==> config.mk <==
export PLATFORM = sky130hd
export DESIGN_NAME = output_skew_and_cal_gating
export DESIGN_NICKNAME = d
export VERILOG_FILES = /design/src/skew_cal_pkg.sv /design/src/output_skew_and_cal_gating.sv
export SDC_FILE = /design/constraint.sdc
export NUM_CORES = 1
export LEC_CHECK = 0
export BUFFER_PORTS_ARGS = -buffer_cell sky130_fd_sc_hd__buf_2
export CAP_MARGIN = 20
export CORE_ASPECT_RATIO = 1.75
export CORE_MARGIN = 10
export CORE_UTILIZATION = 60
export DETAILED_ROUTE_END_ITERATION = 7
export GPL_TIMING_DRIVEN = 0
export PLACE_DENSITY = 0.94
export SYNTH_ARGS = -nofsm -noshare
export SYNTH_HDL_FRONTEND = slang
export SYNTH_SLANG_ARGS = --single-unit
==> constraint.sdc <==
create_clock -name SYS_CLK_I -period 20.3 [get_ports SYS_CLK_I]
set_clock_uncertainty 0.2 [all_clocks]
set_input_delay 4.06 -clock SYS_CLK_I [delete_from_list [all_inputs] [get_ports SYS_CLK_I]]
set_output_delay 4.06 -clock SYS_CLK_I [all_outputs]
set_load 0.01 [all_outputs]
==> src/skew_cal_pkg.sv <==
// Constants and types for output skew and calibration gating
package skew_cal_pkg;
  localparam int unsigned NUM_OUTPUTS = 5;
  localparam logic [7:0] OUT1_SKEW_OFFSET = 8'h8c;
  localparam logic [7:0] OUT2_SKEW_OFFSET = 8'h8d;
  localparam logic [7:0] OUT3_SKEW_OFFSET = 8'h8e;
  localparam logic [7:0] OUT4_SKEW_OFFSET = 8'h8f;
  localparam logic [7:0] OUT5_SKEW_OFFSET = 8'h90;
  localparam logic [7:0] OUT1_SKEW_RESET = 8'h00;
  localparam logic [7:0] OUT2_SKEW_RESET = 8'h01;
  localparam logic [7:0] OUT3_SKEW_RESET = 8'h00;
  localparam logic [7:0] OUT4_SKEW_RESET = 8'h00;
  localparam logic [7:0] OUT5_SKEW_RESET = 8'h00;
  localparam logic [7:0] UNMAPPED_READ = 8'h00;
  localparam int unsigned CLK_PERIOD_NS = 50;
  localparam int unsigned CAL_MIN_NS = 1000;
  localparam int unsigned CAL_TIMEOUT_NS = 40000;
  localparam int unsigned CAL_MIN_CYCLES = (CAL_MIN_NS + CLK_PERIOD_NS - 1) / CLK_PERIOD_NS;
  localparam int unsigned CAL_TIMEOUT_CYCLES = CAL_TIMEOUT_NS / CLK_PERIOD_NS;
  localparam logic [1:0] CLOCK_CONFIG_SKEW5 = 2'h0;

  // Settings that only take effect at a calibration start
  typedef struct packed {
    logic bypass;
    logic outputs_always_running;
    logic [7:0] input_priority_setting;
    logic [3:0] loop_bandwidth_select;
    logic [4:0] history_delay;
    logic [4:0] history_averaging;
    logic [4:0] output_disable;
    logic [1:0] input_power_down;
    logic [1:0] freq_offset_threshold;
    logic [2:0] lock_time_setting;
    logic [2:0] high_speed_divider;
    logic [19:0] output_low_speed_divider;
    logic [19:0] feedback_high_speed_divider;
    logic [18:0] input_predivider;
    logic [3:0] input_rate_range;
  } cal_settings_t;

  typedef enum logic [0:0] {
    CAL_IDLE = 1'b0,
    CAL_RUN = 1'b1
  } cal_state_t;
endpackage

==> src/output_skew_and_cal_gating.sv <==
// Output phase skew registers and clock output gating around calibration
`timescale 1ns/100ps
`default_nettype none

// Contract
// - Each skew field is a signed 8-bit offset in high-speed divider clocks.
// - Fifth output skew applies only while clock configuration select is zero.
// - Reset loads output two skew with one, all others with zero.
// - Always-on and squelch clear: outputs off until first calibration ends.
// - Squelch set only: outputs off until a calibration succeeds and during every calibration; skew preserved.
// - Always-on set: outputs always run; skew preserved only with squelch.
// - Listed settings take effect only when a calibration runs.
// - Calibration start bit self-clears at completion, marked by loss of lock low after the minimum time or by the timeout.
module output_skew_and_cal_gating (
  // Clock and reset
  input wire logic SYS_CLK_I,
  input wire logic RESET_N_I,
  // Configuration port
  input wire logic CFG_WR_I,
  input wire logic [7:0] CFG_ADDR_I,
  input wire logic [7:0] CFG_WDATA_I,
  output logic [7:0] CFG_RDATA_O,
  // Loose control bits
  input wire logic CALIBRATION_START_I,
  input wire logic SQUELCH_DURING_CALIBRATION_I,
  input wire logic [1:0] CLOCK_CONFIGURATION_SELECT_I,
  input wire skew_cal_pkg::cal_settings_t PENDING_SETTINGS_I,
  // Synthesizer side
  input wire logic LOSS_OF_LOCK_ALARM_I,
  input wire logic HS_DIV_TICK_I,
  // Results
  output var skew_cal_pkg::cal_settings_t APPLIED_SETTINGS_O,
  output logic CALIBRATION_START_O,
  output logic CLOCK_OUTPUTS_ENABLE_O,
  output logic SKEW_PRESERVED_O,
  output logic [4:0] PHASE_ADVANCE_O,
  output logic [4:0] PHASE_RETARD_O
);
  logic [1:0] rst_sync_reg;
  logic rst_n;
  logic [1:0] lol_sync_reg;
  logic loss_of_lock_alarm;
  logic [7:0] skew_reg [5];
  logic signed [7:0] applied_reg [5];
  logic signed [7:0] target [5];
  skew_cal_pkg::cal_settings_t applied_settings_reg;
  skew_cal_pkg::cal_state_t cal_state_reg;
  logic [15:0] cal_cnt_reg;
  logic first_done_reg;
  logic first_ok_reg;
  logic cal_end;
  logic cal_ok;
  logic gate_next;
  logic [7:0] rdata_next;

  // Reset release
  always_ff @(posedge SYS_CLK_I or negedge RESET_N_I) begin
    if (!RESET_N_I) begin
      rst_sync_reg <= 2'b00;
    end else begin
      rst_sync_reg <= {rst_sync_reg[0], 1'b1};
    end
  end
  assign rst_n = rst_sync_reg[1];

  // Loss of lock comes from the analog loop
  always_ff @(posedge SYS_CLK_I or negedge rst_n) begin
    if (!rst_n) begin
      lol_sync_reg <= 2'b11;
    end else begin
      lol_sync_reg <= {lol_sync_reg[0], LOSS_OF_LOCK_ALARM_I};
    end
  end
  assign loss_of_lock_alarm = lol_sync_reg[1];

  // Skew registers
  always_ff @(posedge SYS_CLK_I or negedge rst_n) begin
    if (!rst_n) begin
      skew_reg[0] <= skew_cal_pkg::OUT1_SKEW_RESET;
      skew_reg[1] <= skew_cal_pkg::OUT2_SKEW_RESET;
      skew_reg[2] <= skew_cal_pkg::OUT3_SKEW_RESET;
      skew_reg[3] <= skew_cal_pkg::OUT4_SKEW_RESET;
      skew_reg[4] <= skew_cal_pkg::OUT5_SKEW_RESET;
    end else if (CFG_WR_I) begin
      case (CFG_ADDR_I)
        skew_cal_pkg::OUT1_SKEW_OFFSET: skew_reg[0] <= CFG_WDATA_I;
        skew_cal_pkg::OUT2_SKEW_OFFSET: skew_reg[1] <= CFG_WDATA_I;
        skew_cal_pkg::OUT3_SKEW_OFFSET: skew_reg[2] <= CFG_WDATA_I;
        skew_cal_pkg::OUT4_SKEW_OFFSET: skew_reg[3] <= CFG_WDATA_I;
        skew_cal_pkg::OUT5_SKEW_OFFSET: skew_reg[4] <= CFG_WDATA_I;
        default: ;
      endcase
    end
  end

  always_comb begin
    case (CFG_ADDR_I)
      skew_cal_pkg::OUT1_SKEW_OFFSET: rdata_next = skew_reg[0];
      skew_cal_pkg::OUT2_SKEW_OFFSET: rdata_next = skew_reg[1];
      skew_cal_pkg::OUT3_SKEW_OFFSET: rdata_next = skew_reg[2];
      skew_cal_pkg::OUT4_SKEW_OFFSET: rdata_next = skew_reg[3];
      skew_cal_pkg::OUT5_SKEW_OFFSET: rdata_next = skew_reg[4];
      default: rdata_next = skew_cal_pkg::UNMAPPED_READ;
    endcase
  end

  always_ff @(posedge SYS_CLK_I or negedge rst_n) begin
    if (!rst_n) begin
      CFG_RDATA_O <= 8'h00;
    end else begin
      CFG_RDATA_O <= rdata_next;
    end
  end

  // Phase steppers, one divider clock per tick toward the target
  for (genvar i = 0; i < 5; i++) begin : g_out
    if (i == 4) begin : g_cfg
      assign target[i] = (CLOCK_CONFIGURATION_SELECT_I == skew_cal_pkg::CLOCK_CONFIG_SKEW5) ?
                         $signed(skew_reg[i]) : 8'sh00;
    end else begin : g_plain
      assign target[i] = $signed(skew_reg[i]);
    end
    always_ff @(posedge SYS_CLK_I or negedge rst_n) begin
      if (!rst_n) begin
        applied_reg[i] <= 8'sh00;
        PHASE_ADVANCE_O[i] <= 1'b0;
        PHASE_RETARD_O[i] <= 1'b0;
      end else begin
        PHASE_ADVANCE_O[i] <= 1'b0;
        PHASE_RETARD_O[i] <= 1'b0;
        if (HS_DIV_TICK_I && (target[i] > applied_reg[i])) begin
          applied_reg[i] <= applied_reg[i] + 8'sh01;
          PHASE_ADVANCE_O[i] <= 1'b1;
        end else if (HS_DIV_TICK_I && (target[i] < applied_reg[i])) begin
          applied_reg[i] <= applied_reg[i] - 8'sh01;
          PHASE_RETARD_O[i] <= 1'b1;
        end
      end
    end
  end

  // Calibration sequencer
  assign cal_ok = (cal_state_reg == skew_cal_pkg::CAL_RUN) && !loss_of_lock_alarm &&
                  (cal_cnt_reg >= 16'(skew_cal_pkg::CAL_MIN_CYCLES));
  assign cal_end = cal_ok || ((cal_state_reg == skew_cal_pkg::CAL_RUN) &&
                   (cal_cnt_reg >= 16'(skew_cal_pkg::CAL_TIMEOUT_CYCLES)));

  always_ff @(posedge SYS_CLK_I or negedge rst_n) begin
    if (!rst_n) begin
      cal_state_reg <= skew_cal_pkg::CAL_IDLE;
      cal_cnt_reg <= 16'h0000;
      applied_settings_reg <= '0;
    end else begin
      case (cal_state_reg)
        skew_cal_pkg::CAL_IDLE: begin
          cal_cnt_reg <= 16'h0000;
          if (CALIBRATION_START_I) begin
            cal_state_reg <= skew_cal_pkg::CAL_RUN;
            applied_settings_reg <= PENDING_SETTINGS_I;
          end
        end
        skew_cal_pkg::CAL_RUN: begin
          cal_cnt_reg <= cal_cnt_reg + 16'h0001;
          if (cal_end) begin
            cal_state_reg <= skew_cal_pkg::CAL_IDLE;
          end
        end
        default: cal_state_reg <= skew_cal_pkg::CAL_IDLE;
      endcase
    end
  end

  always_ff @(posedge SYS_CLK_I or negedge rst_n) begin
    if (!rst_n) begin
      first_done_reg <= 1'b0;
      first_ok_reg <= 1'b0;
    end else begin
      if (cal_end) begin
        first_done_reg <= 1'b1;
      end
      if (cal_ok) begin
        first_ok_reg <= 1'b1;
      end
    end
  end

  // Output gating
  always_comb begin
    if (applied_settings_reg.outputs_always_running) begin
      gate_next = 1'b1;
    end else if (SQUELCH_DURING_CALIBRATION_I) begin
      gate_next = first_ok_reg && (cal_state_reg == skew_cal_pkg::CAL_IDLE);
    end else begin
      gate_next = first_done_reg;
    end
  end

  always_ff @(posedge SYS_CLK_I or negedge rst_n) begin
    if (!rst_n) begin
      CLOCK_OUTPUTS_ENABLE_O <= 1'b0;
      SKEW_PRESERVED_O <= 1'b0;
      CALIBRATION_START_O <= 1'b0;
      APPLIED_SETTINGS_O <= '0;
    end else begin
      CLOCK_OUTPUTS_ENABLE_O <= gate_next;
      SKEW_PRESERVED_O <= SQUELCH_DURING_CALIBRATION_I;
      CALIBRATION_START_O <= (cal_state_reg == skew_cal_pkg::CAL_RUN) && !cal_end;
      APPLIED_SETTINGS_O <= applied_settings_reg;
    end
  end

  // Checks
  property p_reset_skew;
    @(posedge SYS_CLK_I) $rose(rst_n) |-> (skew_reg[1] == 8'h01) && (skew_reg[0] == 8'h00);
  endproperty
  a_reset_skew: assert property (p_reset_skew) else $error("Skew reset values wrong");
  property p_adv_dir;
    @(posedge SYS_CLK_I) disable iff (!rst_n)
      PHASE_ADVANCE_O[0] |-> $past(target[0]) > $past(applied_reg[0]);
  endproperty
  a_adv_dir: assert property (p_adv_dir) else $error("Advance without positive error");
  property p_out5_cfg;
    @(posedge SYS_CLK_I) disable iff (!rst_n)
      (CLOCK_CONFIGURATION_SELECT_I != 2'h0) [*8] |-> ##1 !PHASE_ADVANCE_O[4] || applied_reg[4] <= 8'sh00;
  endproperty
  a_out5_cfg: assert property (p_out5_cfg) else $error("Fifth skew applied off config zero");
  property p_off_first;
    @(posedge SYS_CLK_I) disable iff (!rst_n)
      !first_done_reg && !applied_settings_reg.outputs_always_running |-> ##1 !CLOCK_OUTPUTS_ENABLE_O;
  endproperty
  a_off_first: assert property (p_off_first) else $error("Outputs on before first calibration");
  property p_squelch;
    @(posedge SYS_CLK_I) disable iff (!rst_n)
      (cal_state_reg == skew_cal_pkg::CAL_RUN) && SQUELCH_DURING_CALIBRATION_I &&
      !applied_settings_reg.outputs_always_running |-> ##1 !CLOCK_OUTPUTS_ENABLE_O;
  endproperty
  a_squelch: assert property (p_squelch) else $error("Outputs on while squelched");
  property p_always_on;
    @(posedge SYS_CLK_I) disable iff (!rst_n)
      applied_settings_reg.outputs_always_running |-> ##1 CLOCK_OUTPUTS_ENABLE_O;
  endproperty
  a_always_on: assert property (p_always_on) else $error("Always-on outputs stopped");
  property p_settings_hold;
    @(posedge SYS_CLK_I) disable iff (!rst_n)
      $changed(applied_settings_reg) |-> $past(CALIBRATION_START_I) && $past(cal_state_reg) == skew_cal_pkg::CAL_IDLE;
  endproperty
  a_settings_hold: assert property (p_settings_hold) else $error("Settings changed without calibration");
  property p_cal_bounded;
    @(posedge SYS_CLK_I) disable iff (!rst_n)
      $rose(CALIBRATION_START_O) |-> ##[1:805] !CALIBRATION_START_O;
  endproperty
  a_cal_bounded: assert property (p_cal_bounded) else $error("Calibration bit never cleared");
  property p_step_tick;
    @(posedge SYS_CLK_I) disable iff (!rst_n)
      $changed(applied_reg[2]) |-> $past(HS_DIV_TICK_I) && (PHASE_ADVANCE_O[2] || PHASE_RETARD_O[2]);
  endproperty
  a_step_tick: assert property (p_step_tick) else $error("Phase moved off tick");
  c_cal_ok: cover property (@(posedge SYS_CLK_I) disable iff (!rst_n) cal_ok);
  c_cal_timeout: cover property (@(posedge SYS_CLK_I) disable iff (!rst_n) cal_end && !cal_ok);
  c_retard: cover property (@(posedge SYS_CLK_I) disable iff (!rst_n) PHASE_RETARD_O[1]);
  c_out_on: cover property (@(posedge SYS_CLK_I) disable iff (!rst_n) $rose(CLOCK_OUTPUTS_ENABLE_O));
endmodule

`default_nettype wire

Yosys cells after proc, flatten, opt, wreduce, memory -nomap -nowiden:

Index checks and enable logic that the tools add are counted.

* bits in registers: 328
* bits in latches: 0
* bits in writable memories: 0
* memory bits (read-only): 0
* input bits: 127
* output and inout port bits: 123
* word-level logic and storage cells: 152
* memories: 0

* $add $sub $neg: 11
* multiply operators: 0
* divide/modulo/power cells: 0
* order comparisons: 12
* eq/ne operators: 5
* shift-type cells: 0
* multiplexer cells: 33
* bitwise operators: 1
* reduce and logical (&&, ||, !) cells: 30

Operators with widths (number)
* 8-bit two-way mux: 11
* 8-bit by 2-bit adder with 8-bit output, second input constant: 5
* 8-bit == test, second input constant: 5
* 8-bit > comparator: 5
* 8-bit < comparator: 5
* 8-bit one-hot mux with 5 select lines: 1
* 8-bit by 2-bit subtractor with 8-bit output, second input constant: 5
* 16-bit one-hot mux with 2 select lines: 1
* 1-bit two-way mux: 19
* 16-bit by 1-bit adder with 16-bit output, second input constant: 1
* 16-bit by 10-bit greater-or-equal comparator with 1-bit output, second input constant: 1
* 16-bit by 5-bit greater-or-equal comparator with 1-bit output, second input constant: 1
* 1-bit logical AND: 15
* 2-bit AND reduction: 6
* 2-bit nonzero test: 5
* 1-bit logical NOT: 2
* 2-bit logical NOT: 1
* 1-bit one-hot mux with 2 select lines: 1
* 1-bit logical OR: 1
* 1-bit inverter: 1

Logic depth before layout (Yosys ltp):

Gate-level depths: netlist (run 1).

* word-level depth: 6
* gate-level depth with buffers: 15
* gate-level depth less buffers: 15

Worst setup path before layout (run 1):

No wires, ideal clock.

* path kind: input -> register
* start point: input port CLOCK_CONFIGURATION_SELECT_I[1]
* end point: register applied_reg[6] (netlist name)
* setup time: 0.126 ns
* data arrival time: 6.503 ns
* data required time: 19.974 ns
* setup slack: 13.471 ns
* stages on the path: 15
* buffers on the path: 0
* path through: nor2_1 > and2_1 > ha_1 > nor2b_1 > o211ai_1 > a21o_1 > a21oi_1 > inv_1 > fa_1 > a21o_1 > a21oi_1 > o21bai_1 > a21oi_1 > xor2_1 > mux2i_1

* cells in the longest elaborated chain, start to end: 5
* elaborated cells between the ends (all ways): 8
* those cells by class: 2 x order compare; 2 x mux; 4 x reduce/logical

RTL lines
* start, declared: RTL line output_skew_and_cal_gating.sv:26 `input wire logic [1:0] CLOCK_CONFIGURATION_SELECT_I,`
* 2-bit logical NOT *: RTL line output_skew_and_cal_gating.sv:118 `assign target[i] = (CLOCK_CONFIGURATION_SELECT_I == skew_cal_pkg::CLOCK_CONFIG_SKEW5) ?`
* 8-bit two-way mux *: RTL line output_skew_and_cal_gating.sv:118
* 8-bit > comparator or 8-bit < comparator (tied branches): RTL line output_skew_and_cal_gating.sv:131, output_skew_and_cal_gating.sv:134
* 1-bit logical AND (on tied branches): RTL line output_skew_and_cal_gating.sv:131, output_skew_and_cal_gating.sv:134
* 8-bit two-way mux or 2-bit nonzero test (tied branches)
* end signal, assigned by index: RTL line output_skew_and_cal_gating.sv:132 `applied_reg[i] <= applied_reg[i] + 8'sh01;`
* end signal, assigned by index: RTL line output_skew_and_cal_gating.sv:135 `applied_reg[i] <= applied_reg[i] - 8'sh01;`
* end, declared: RTL line output_skew_and_cal_gating.sv:44 `logic signed [7:0] applied_reg [5];`

Every way passes the cells marked *; elsewhere a longest branch is shown, timed or not.
A chain may end at the register's enable or synchronous reset.

Final worst setup path (run 1):

Same ends and word-level chain as after synthesis.

==> results.yml, run 1 <==
drt:
  finalWirelength_um: 35300
  viasPerCell: 5.72
  ant_nets: 0
  drtIter0Drc: 455
  firstDrtPassIters: 5
  drcViolationCount: 0
  vias: 9039
  wl_per_cell_um: 22.4
clock_tree:
  numCtsBuffers: 29
  clock_path_buffers: 3
  cts_tree: "yes"
  clockRootBuffer: "clkbuf_16"
  post_cts_resized: 0
  path_clk_slew_ns: 0.07
  insertion_delay_ns: 0.56
  cts_setup_buffers: 0
  htree_levels: 1
  hold_buffers: 0
  clock_sinks: 328
power_and_ir_drop:
  peakVddDrop_mv: 0.134
  powerDensity_nw_per_um2: 160
  power_switching_w: 0.000899
  power_frac_comb_pct: 36.3
  clkPwrFrac_pct: 22.3
  swShare_pct: 34.6
  p_leak_nw: 8.01
  internal-power_w: 0.00170
  p_total_w: 0.00260
  seqPwrFrac_pct: 41.4
grt:
  grt_usage_pct: 23.7
  grt_overflow: 0
  grt_antenna_before_repair: 5
  grt_pass1_vias: 10200
  grt_first_pass_wirelength_um: 54700
  grt_start_max_net_pins: 78
floorplan:
  initial_core_util_pct: 61.1
  core_area_um2: 22200
  io_pins: 250
  dieArea_um2: 29200
  core.rowCount: 72
  die_height_um: 219
  chipWidth_um: 134
setup_path:
  timing.rr.start: "skew_reg[22]"
  rr_worst_depth: 13
  critical_path.startpoint: "CLOCK_CONFIGURATION_SELECT_I[1]"
  critPathMaxFanout: 8
  start_kind: "input pin"
  timing.rr.end: "applied_reg[22]"
  r2r_setup_slack_ns: 16.64
  path_cells: "buf_2 > nor2_1 > and2_1 > ha_1 > nand4_1 > o21ai_0 > a21oi_1 > inv_1 > fa_1 > a21o_1 > a21oi_1 > o21bai_1 > a21oi_1 > xor2_1 > mux2i_1"
  crit_family: "compound AO/OA/AOI/OAI gates"
  path_depth: 15
  cp.arrival_ns: 7.10
  cp_num_buf_inv: 2
  critPathMostFrequentCell: "a21oi_1"
  crit_path_top_delay_cell: "fa_1"
  worstPathRequired_ns: 20.54
  cpPeakStageDelay_ns: 0.45
  crit_type: "input pin to register"
  crit_path_end: "applied_reg[6]"
  worst_setup_path_end_kind: "register"
synthesis:
  ys_types: 55
  ys_seq_area_share_pct: 60.7
  synth_edf_count: 0
  synth_top_area_cell: "dfrtp_1"
  avgSynthCellArea_um2: 13.9
  syn_inst: 975
  synthTopCellsByArea: "dfrtp_1, mux2_2, ha_1"
  synthArstFlopShare_pct: 100
  ys_ff_latch: 328
  netlist.area_leader.share_pct: 60.1
  synth_area_um2: 13500
  synth_fp_nets: 1179
  yosysWarningCount: 0
  synthFlopType: "dfrtp_1"
timing:
  slew_viol_final: 0
  finalSetupViolations: 0
  grt_setup_unrepaired: "no"
  timing.setup.tns_ns: 0
  period_minus_slack_ns: 6.86
  maxClockFrequency_mhz: 146
  slew-limit-headroom_pct: 36.9
  final_hold_viol_count: 0
  post-route-period-util_pct: 33.8
  worstMarginPinSlew_ns: 0.946
run:
  drv_cap: 0
hold_path:
  hp-class: "register to register"
placed_design:
  gp_congestion: 0.865
  hpwl_um: 24900
  io_buffer_count: 248
run_status:
  status: "complete, no violations"
finish:
  syn2layout_area_growth_pct: 20.2
  nets: 1462
  post-route-util_pct: 73.4
  drive_gt1_share_pct: 37.5
  filler_cell_count: 1316
-- how the worst min path moves through the flow --
| stage | cells after the start | to | startpoint |
|---|---|---|---|
| floorplan | 0 | rst_sync_reg[1] | rst_sync_reg[0] |
| global placement | 0 | rst_sync_reg[1] | rst_sync_reg[0] |
| detailed placement | 0 | lol_sync_reg[1] | lol_sync_reg[0] |
| CTS | 0 | APPLIED_SETTINGS_O[51] | applied_settings_reg[51] |
| global route | 0 | rst_sync_reg[1] | rst_sync_reg[0] |
| finish | 0 | APPLIED_SETTINGS_O[51] | applied_settings_reg[51] |
-- Yosys cell counts (7+ instances only) --
cell      instances
dfrtp_1         325
mux2_2          136
ha_1             72
inv_1            62
a21oi_1          43
xor2_1           28
nor2_1           23
o21ai_0          22
mux2i_1          21
xnor2_1          18
a21o_1           16
buf_2            16
nand2_1          16
o21ai_1          15
nand4_1          14
nand3_1          11
and2_1           10
a22o_1            8
and3_1            8
clkbuf_1          8
mux4_2            8
nor2b_1           7
nor3_1            7
-- placed cells by master (no fill, tap or decap), types with 18 or more instances in the layout --
cell type,netlist,routed
mux2i_1,21,21
a21oi_1,43,43
buf_2,16,264
xnor2_1,18,18
o21ai_0,22,22
mux2_2,136,136
xor2_1,28,28
nor2_1,23,23
clkbuf_16,0,29
ha_1,72,72
inv_1,62,62
dfrtp_1,325,324
-- power groups by stage --
stage          sequential, W  combinational, W  clock, W
6_report             0.00108          0.000944  0.000578
4_1_cts              0.00108          0.000949  0.000584
5_1_grt              0.00111           0.00104  0.000611
3_5_place_dp         0.00108          0.000932         0
3_3_place_gp         0.00106          0.000867         0
2_1_floorplan        0.00111          0.000571         0
-- metal layers --
layer,up-vias,part of all wire (%),GRT usage (%)
met4,4,4.4,10.8
met5,-,0.059,0
met2,391,56,45.9
met3,109,7.4,6.78
met1,4562,32,22.0
li1,3973,-,-
-- metrics by stage --
stage / setup WS [ns] / instance area, um2 / instances / hold slack, ns
after floorplan: 10.29 / 13500 / 975 / 0.131
after global placement: 7.47 / 15100 / 1519 / 0.138
after detailed placement: 12.89 / 15300 / 1523 / 0.150
after CTS: 13.45 / 16300 / 1576 / 0.160
after global routing: 13.12 / 16300 / 1580 / 0.164
final: 13.44 / 16300 / 1580 / 0.163
-- final cells by class --
cell class / instances / area (um2) / share of cell area [%]
Antenna cell: 4 / 10.0 / 0.0615
Buffer: 26 / 125 / 0.769
Clock buffer: 36 / 792 / 4.87
Clock inverter: 17 / 205 / 1.26
Inverter: 63 / 236 / 1.45
Multi-Input combinational cell: 558 / 4960 / 30.5
Sequential cell: 328 / 8220 / 50.5
Tap cell: 296 / 370 / 2.28
Timing Repair Buffer: 252 / 1350 / 8.31
-- cells by family after synthesis --
family                     count (synthesis)  synth area share (%)
buffers and inverters                     89                  2.67
xor gates and xnor gates                  46                  2.98
muxes                                    172                  14.8
DFF                                      328                  60.7
other                                      1                0.0277
and+or+nand+nor                          132                  5.50
adders and majority gates                 77                  7.40
AOI/OAI and AO/OA                        130                  5.95
-- worst reg2reg max path, stage by stage (launching register included) --
cell      delay (ns)
dfrtp_1         0.40
ha_1            0.36
nand3_1         0.14
nor3_1          0.10
or3_1           0.34
o21ai_1         0.32
inv_1           0.25
fa_1            0.46
a21o_1          0.19
a21oi_1         0.22
o21bai_1        0.10
a21oi_1         0.19
xor2_1          0.17
mux2i_1         0.10
(Power assumes the default switching activity.)
==> run 2, diff against run 1 <==
--- a/config.mk
+++ b/config.mk
@@ -9,10 +9,10 @@
 export CAP_MARGIN = 20
 export CORE_ASPECT_RATIO = 1.75
 export CORE_MARGIN = 10
-export CORE_UTILIZATION = 60
+export CORE_UTILIZATION = 56
 export DETAILED_ROUTE_END_ITERATION = 7
 export GPL_TIMING_DRIVEN = 0
-export PLACE_DENSITY = 0.94
+export PLACE_DENSITY = 0.89
 export SYNTH_ARGS = -nofsm -noshare
 export SYNTH_HDL_FRONTEND = slang
 export SYNTH_SLANG_ARGS = --single-unit
==> constraint.sdc (replaced) <==
create_clock -name SYS_CLK_I -period 6.4 [get_ports SYS_CLK_I]
set_clock_uncertainty 0.2 [all_clocks]
set_input_delay 1.28 -clock SYS_CLK_I [delete_from_list [all_inputs] [get_ports SYS_CLK_I]]
set_output_delay 1.28 -clock SYS_CLK_I [all_outputs]
set_load 0.01 [all_outputs]
==> run 2 against run 1 <==
Net effect:
- sequential share of layout area is 0.14 points higher
- die area is 6.3% higher
- routed wire length is 6.7% lower
- power grew to 3.1 times the previous value
- clock-buffer cell count is 6 higher
- register-to-register slack worse by 14 ns
- clock power grew to 3.0 times the previous value
- final cell count is 0.57% higher
- critical path depth stayed put
- non-clock buffer count stayed put
- critical endpoint unchanged
- core utilization is 5.6 points lower
- first-iteration DRC count is 11% higher
==> results.yml, run 2 (synthesis results as in run 1) <==
clock_tree:
  post_cts_resized: 0
  cts_tree: "yes"
  clock_sinks: 328
  clock_path_buffers: 3
  numCtsBuffers: 28
  insertion_delay_ns: 0.56
  clockRootBuffer: "clkbuf_16"
  htree_levels: 1
  cts_setup_buffers: 0
  hold_buffers: 0
  path_clk_slew_ns: 0.07
timing:
  slew_viol_final: 0
  maxClockFrequency_mhz: 239
  worstMarginPinSlew_ns: 0.609
  slew-limit-headroom_pct: 59.4
  final_hold_viol_count: 0
  finalSetupViolations: 0
  holdWs_ns: 0.116
  grt_setup_unrepaired: "no"
  post-route-period-util_pct: 65.5
  period_minus_slack_ns: 4.19
setup_path:
  cp.arrival_ns: 4.43
  worst_setup_path_end_kind: "register"
  critPathMaxFanout: 8
  path_depth: 15
  crit_family: "compound AO/OA/AOI/OAI gates"
  crit_type: "input pin to register"
  cpPeakStageDelay_ns: 0.45
  critPathMostFrequentCell: "a21oi_1"
  crit_path_top_delay_cell: "fa_1"
  worstPathRequired_ns: 6.63
  cp_num_buf_inv: 2
  rr_worst_depth: 14
  path_cells: "buf_2 > nor2_1 > and2_1 > ha_1 > nand4_1 > o21ai_0 > a21oi_1 > inv_1 > fa_1 > a21o_1 > a21oi_1 > o21bai_1 > a21oi_1 > xor2_1 > mux2i_1"
  start_kind: "input pin"
drt:
  ant_nets: 0
  wl_per_cell_um: 20.7
  drtIter0Drc: 505
  vias: 8724
  finalWirelength_um: 32900
  firstDrtPassIters: 5
  viasPerCell: 5.49
  drcViolationCount: 0
finish:
  nets: 1461
  final_common_cell: "dfrtp_1"
  post-route-util_pct: 67.8
  syn2layout_area_growth_pct: 19.9
  drive_gt1_share_pct: 37.2
  seq_area_um2: 8220
  mostFrequentLayoutCells: "dfrtp_1, buf_2, mux2_2"
  filler_cell_count: 1616
  multi_input_comb_area_um2: 4960
grt:
  use_met2_pct: 38.9
  busiest_layer: "met2"
  gr-usage-met1_pct: 20.3
  use_met3_pct: 7.72
  grt_start_max_net_pins: 79
  grt_overflow: 0
  grt_pass1_vias: 9770
  grt_antenna_before_repair: 3
  grt_usage_pct: 21.3
  grt_first_pass_wirelength_um: 51600
floorplan:
  dieArea_um2: 31000
  core.rowCount: 75
  initial_core_util_pct: 56.6
  chipWidth_um: 138
  die_height_um: 226
  io_pins: 250
  core_area_um2: 23900
run_status:
  status: "complete, no violations"
hold_path:
  hp-class: "register to async pin"
run:
  drv_cap: 0
power_and_ir_drop:
  peakVddDrop_mv: 0.401
  powerDensity_nw_per_um2: 498
  p_total_w: 0.00808
  p_leak_nw: 7.97
placed_design:
  gp_congestion: 0.874
  io_buffer_count: 248
  hpwl_um: 24400
run 2: cell types whose count changed in the layout (fill, tap and decap cells not counted), sizes merged:
cell and change:
clkbuf +6, clkinv -6, bufinv -3, diode -2, inv +2
run 2: worst paths after layout:
path / from / end / slack, ns
worst max-delay path: CLOCK_CONFIGURATION_SELECT_I[1] / applied_reg[6] / 2.21
worst max register to register: skew_reg[1] / applied_reg[6] / 2.85
max in group asynchronous: rst_sync_reg[1] / lol_sync_reg[0] / 4.73
min in group SYS_CLK_I: lol_sync_reg[0] / lol_sync_reg[1] / 0.15
worst min-delay path: rst_sync_reg[1] / applied_settings_reg[5] / 0.12
worst min register to register: rst_sync_reg[1] / applied_settings_reg[5] / 0.12
run 2: cell type report:
type,instances,share of cell area (%)
clock inverters,10,0.671
repair buffers,252,8.33
diodes,2,0.0308
plain buffers,26,0.771
well taps,308,2.38
inverters,63,1.46
multi-input cells,558,30.6
flip-flops and latches,328,50.6
clock buffers,42,5.14
run 2: per-stage QoR:
step	cells	TNS, ns	setup WS, ns	area [um2]
global route	1588	0	1.94	16200
detailed placement	1535	0	1.66	15300
global placement	1531	-253.00	-0.815	15200
floorplan	975	0	0.839	13500
CTS	1587	0	2.24	16200
finish	1589	0	2.21	16200
run 2: metal layers:
metal / vias up / routed length (um)
met5: - / 13
met4: 2 / 1460
met3: 91 / 2950
met2: 323 / 18000
met1: 4323 / 10500
li1: 3985 / -
run 2: worst reg2reg max path: stages (launching register included):
cell and delay [ns]:
dfrtp_1 0.43, and2_1 0.17, ha_1 0.28, nor2b_1 0.14, o211ai_1 0.10, a21o_1 0.18, a21oi_1 0.27, inv_1 0.23
fa_1 0.46, a21o_1 0.20, a21oi_1 0.26, o21bai_1 0.10, a21oi_1 0.17, xor2_1 0.16, mux2i_1 0.08
run 2: where the power goes:
part | internal [W] | switching [W] | total (W)
clock network | 0.000952 | 0.000779 | 0.00173
registers | 0.00294 | 0.000440 | 0.00338
logic | 0.00140 | 0.00156 | 0.00296
total | 0.00529 | 0.00278 | 0.00808
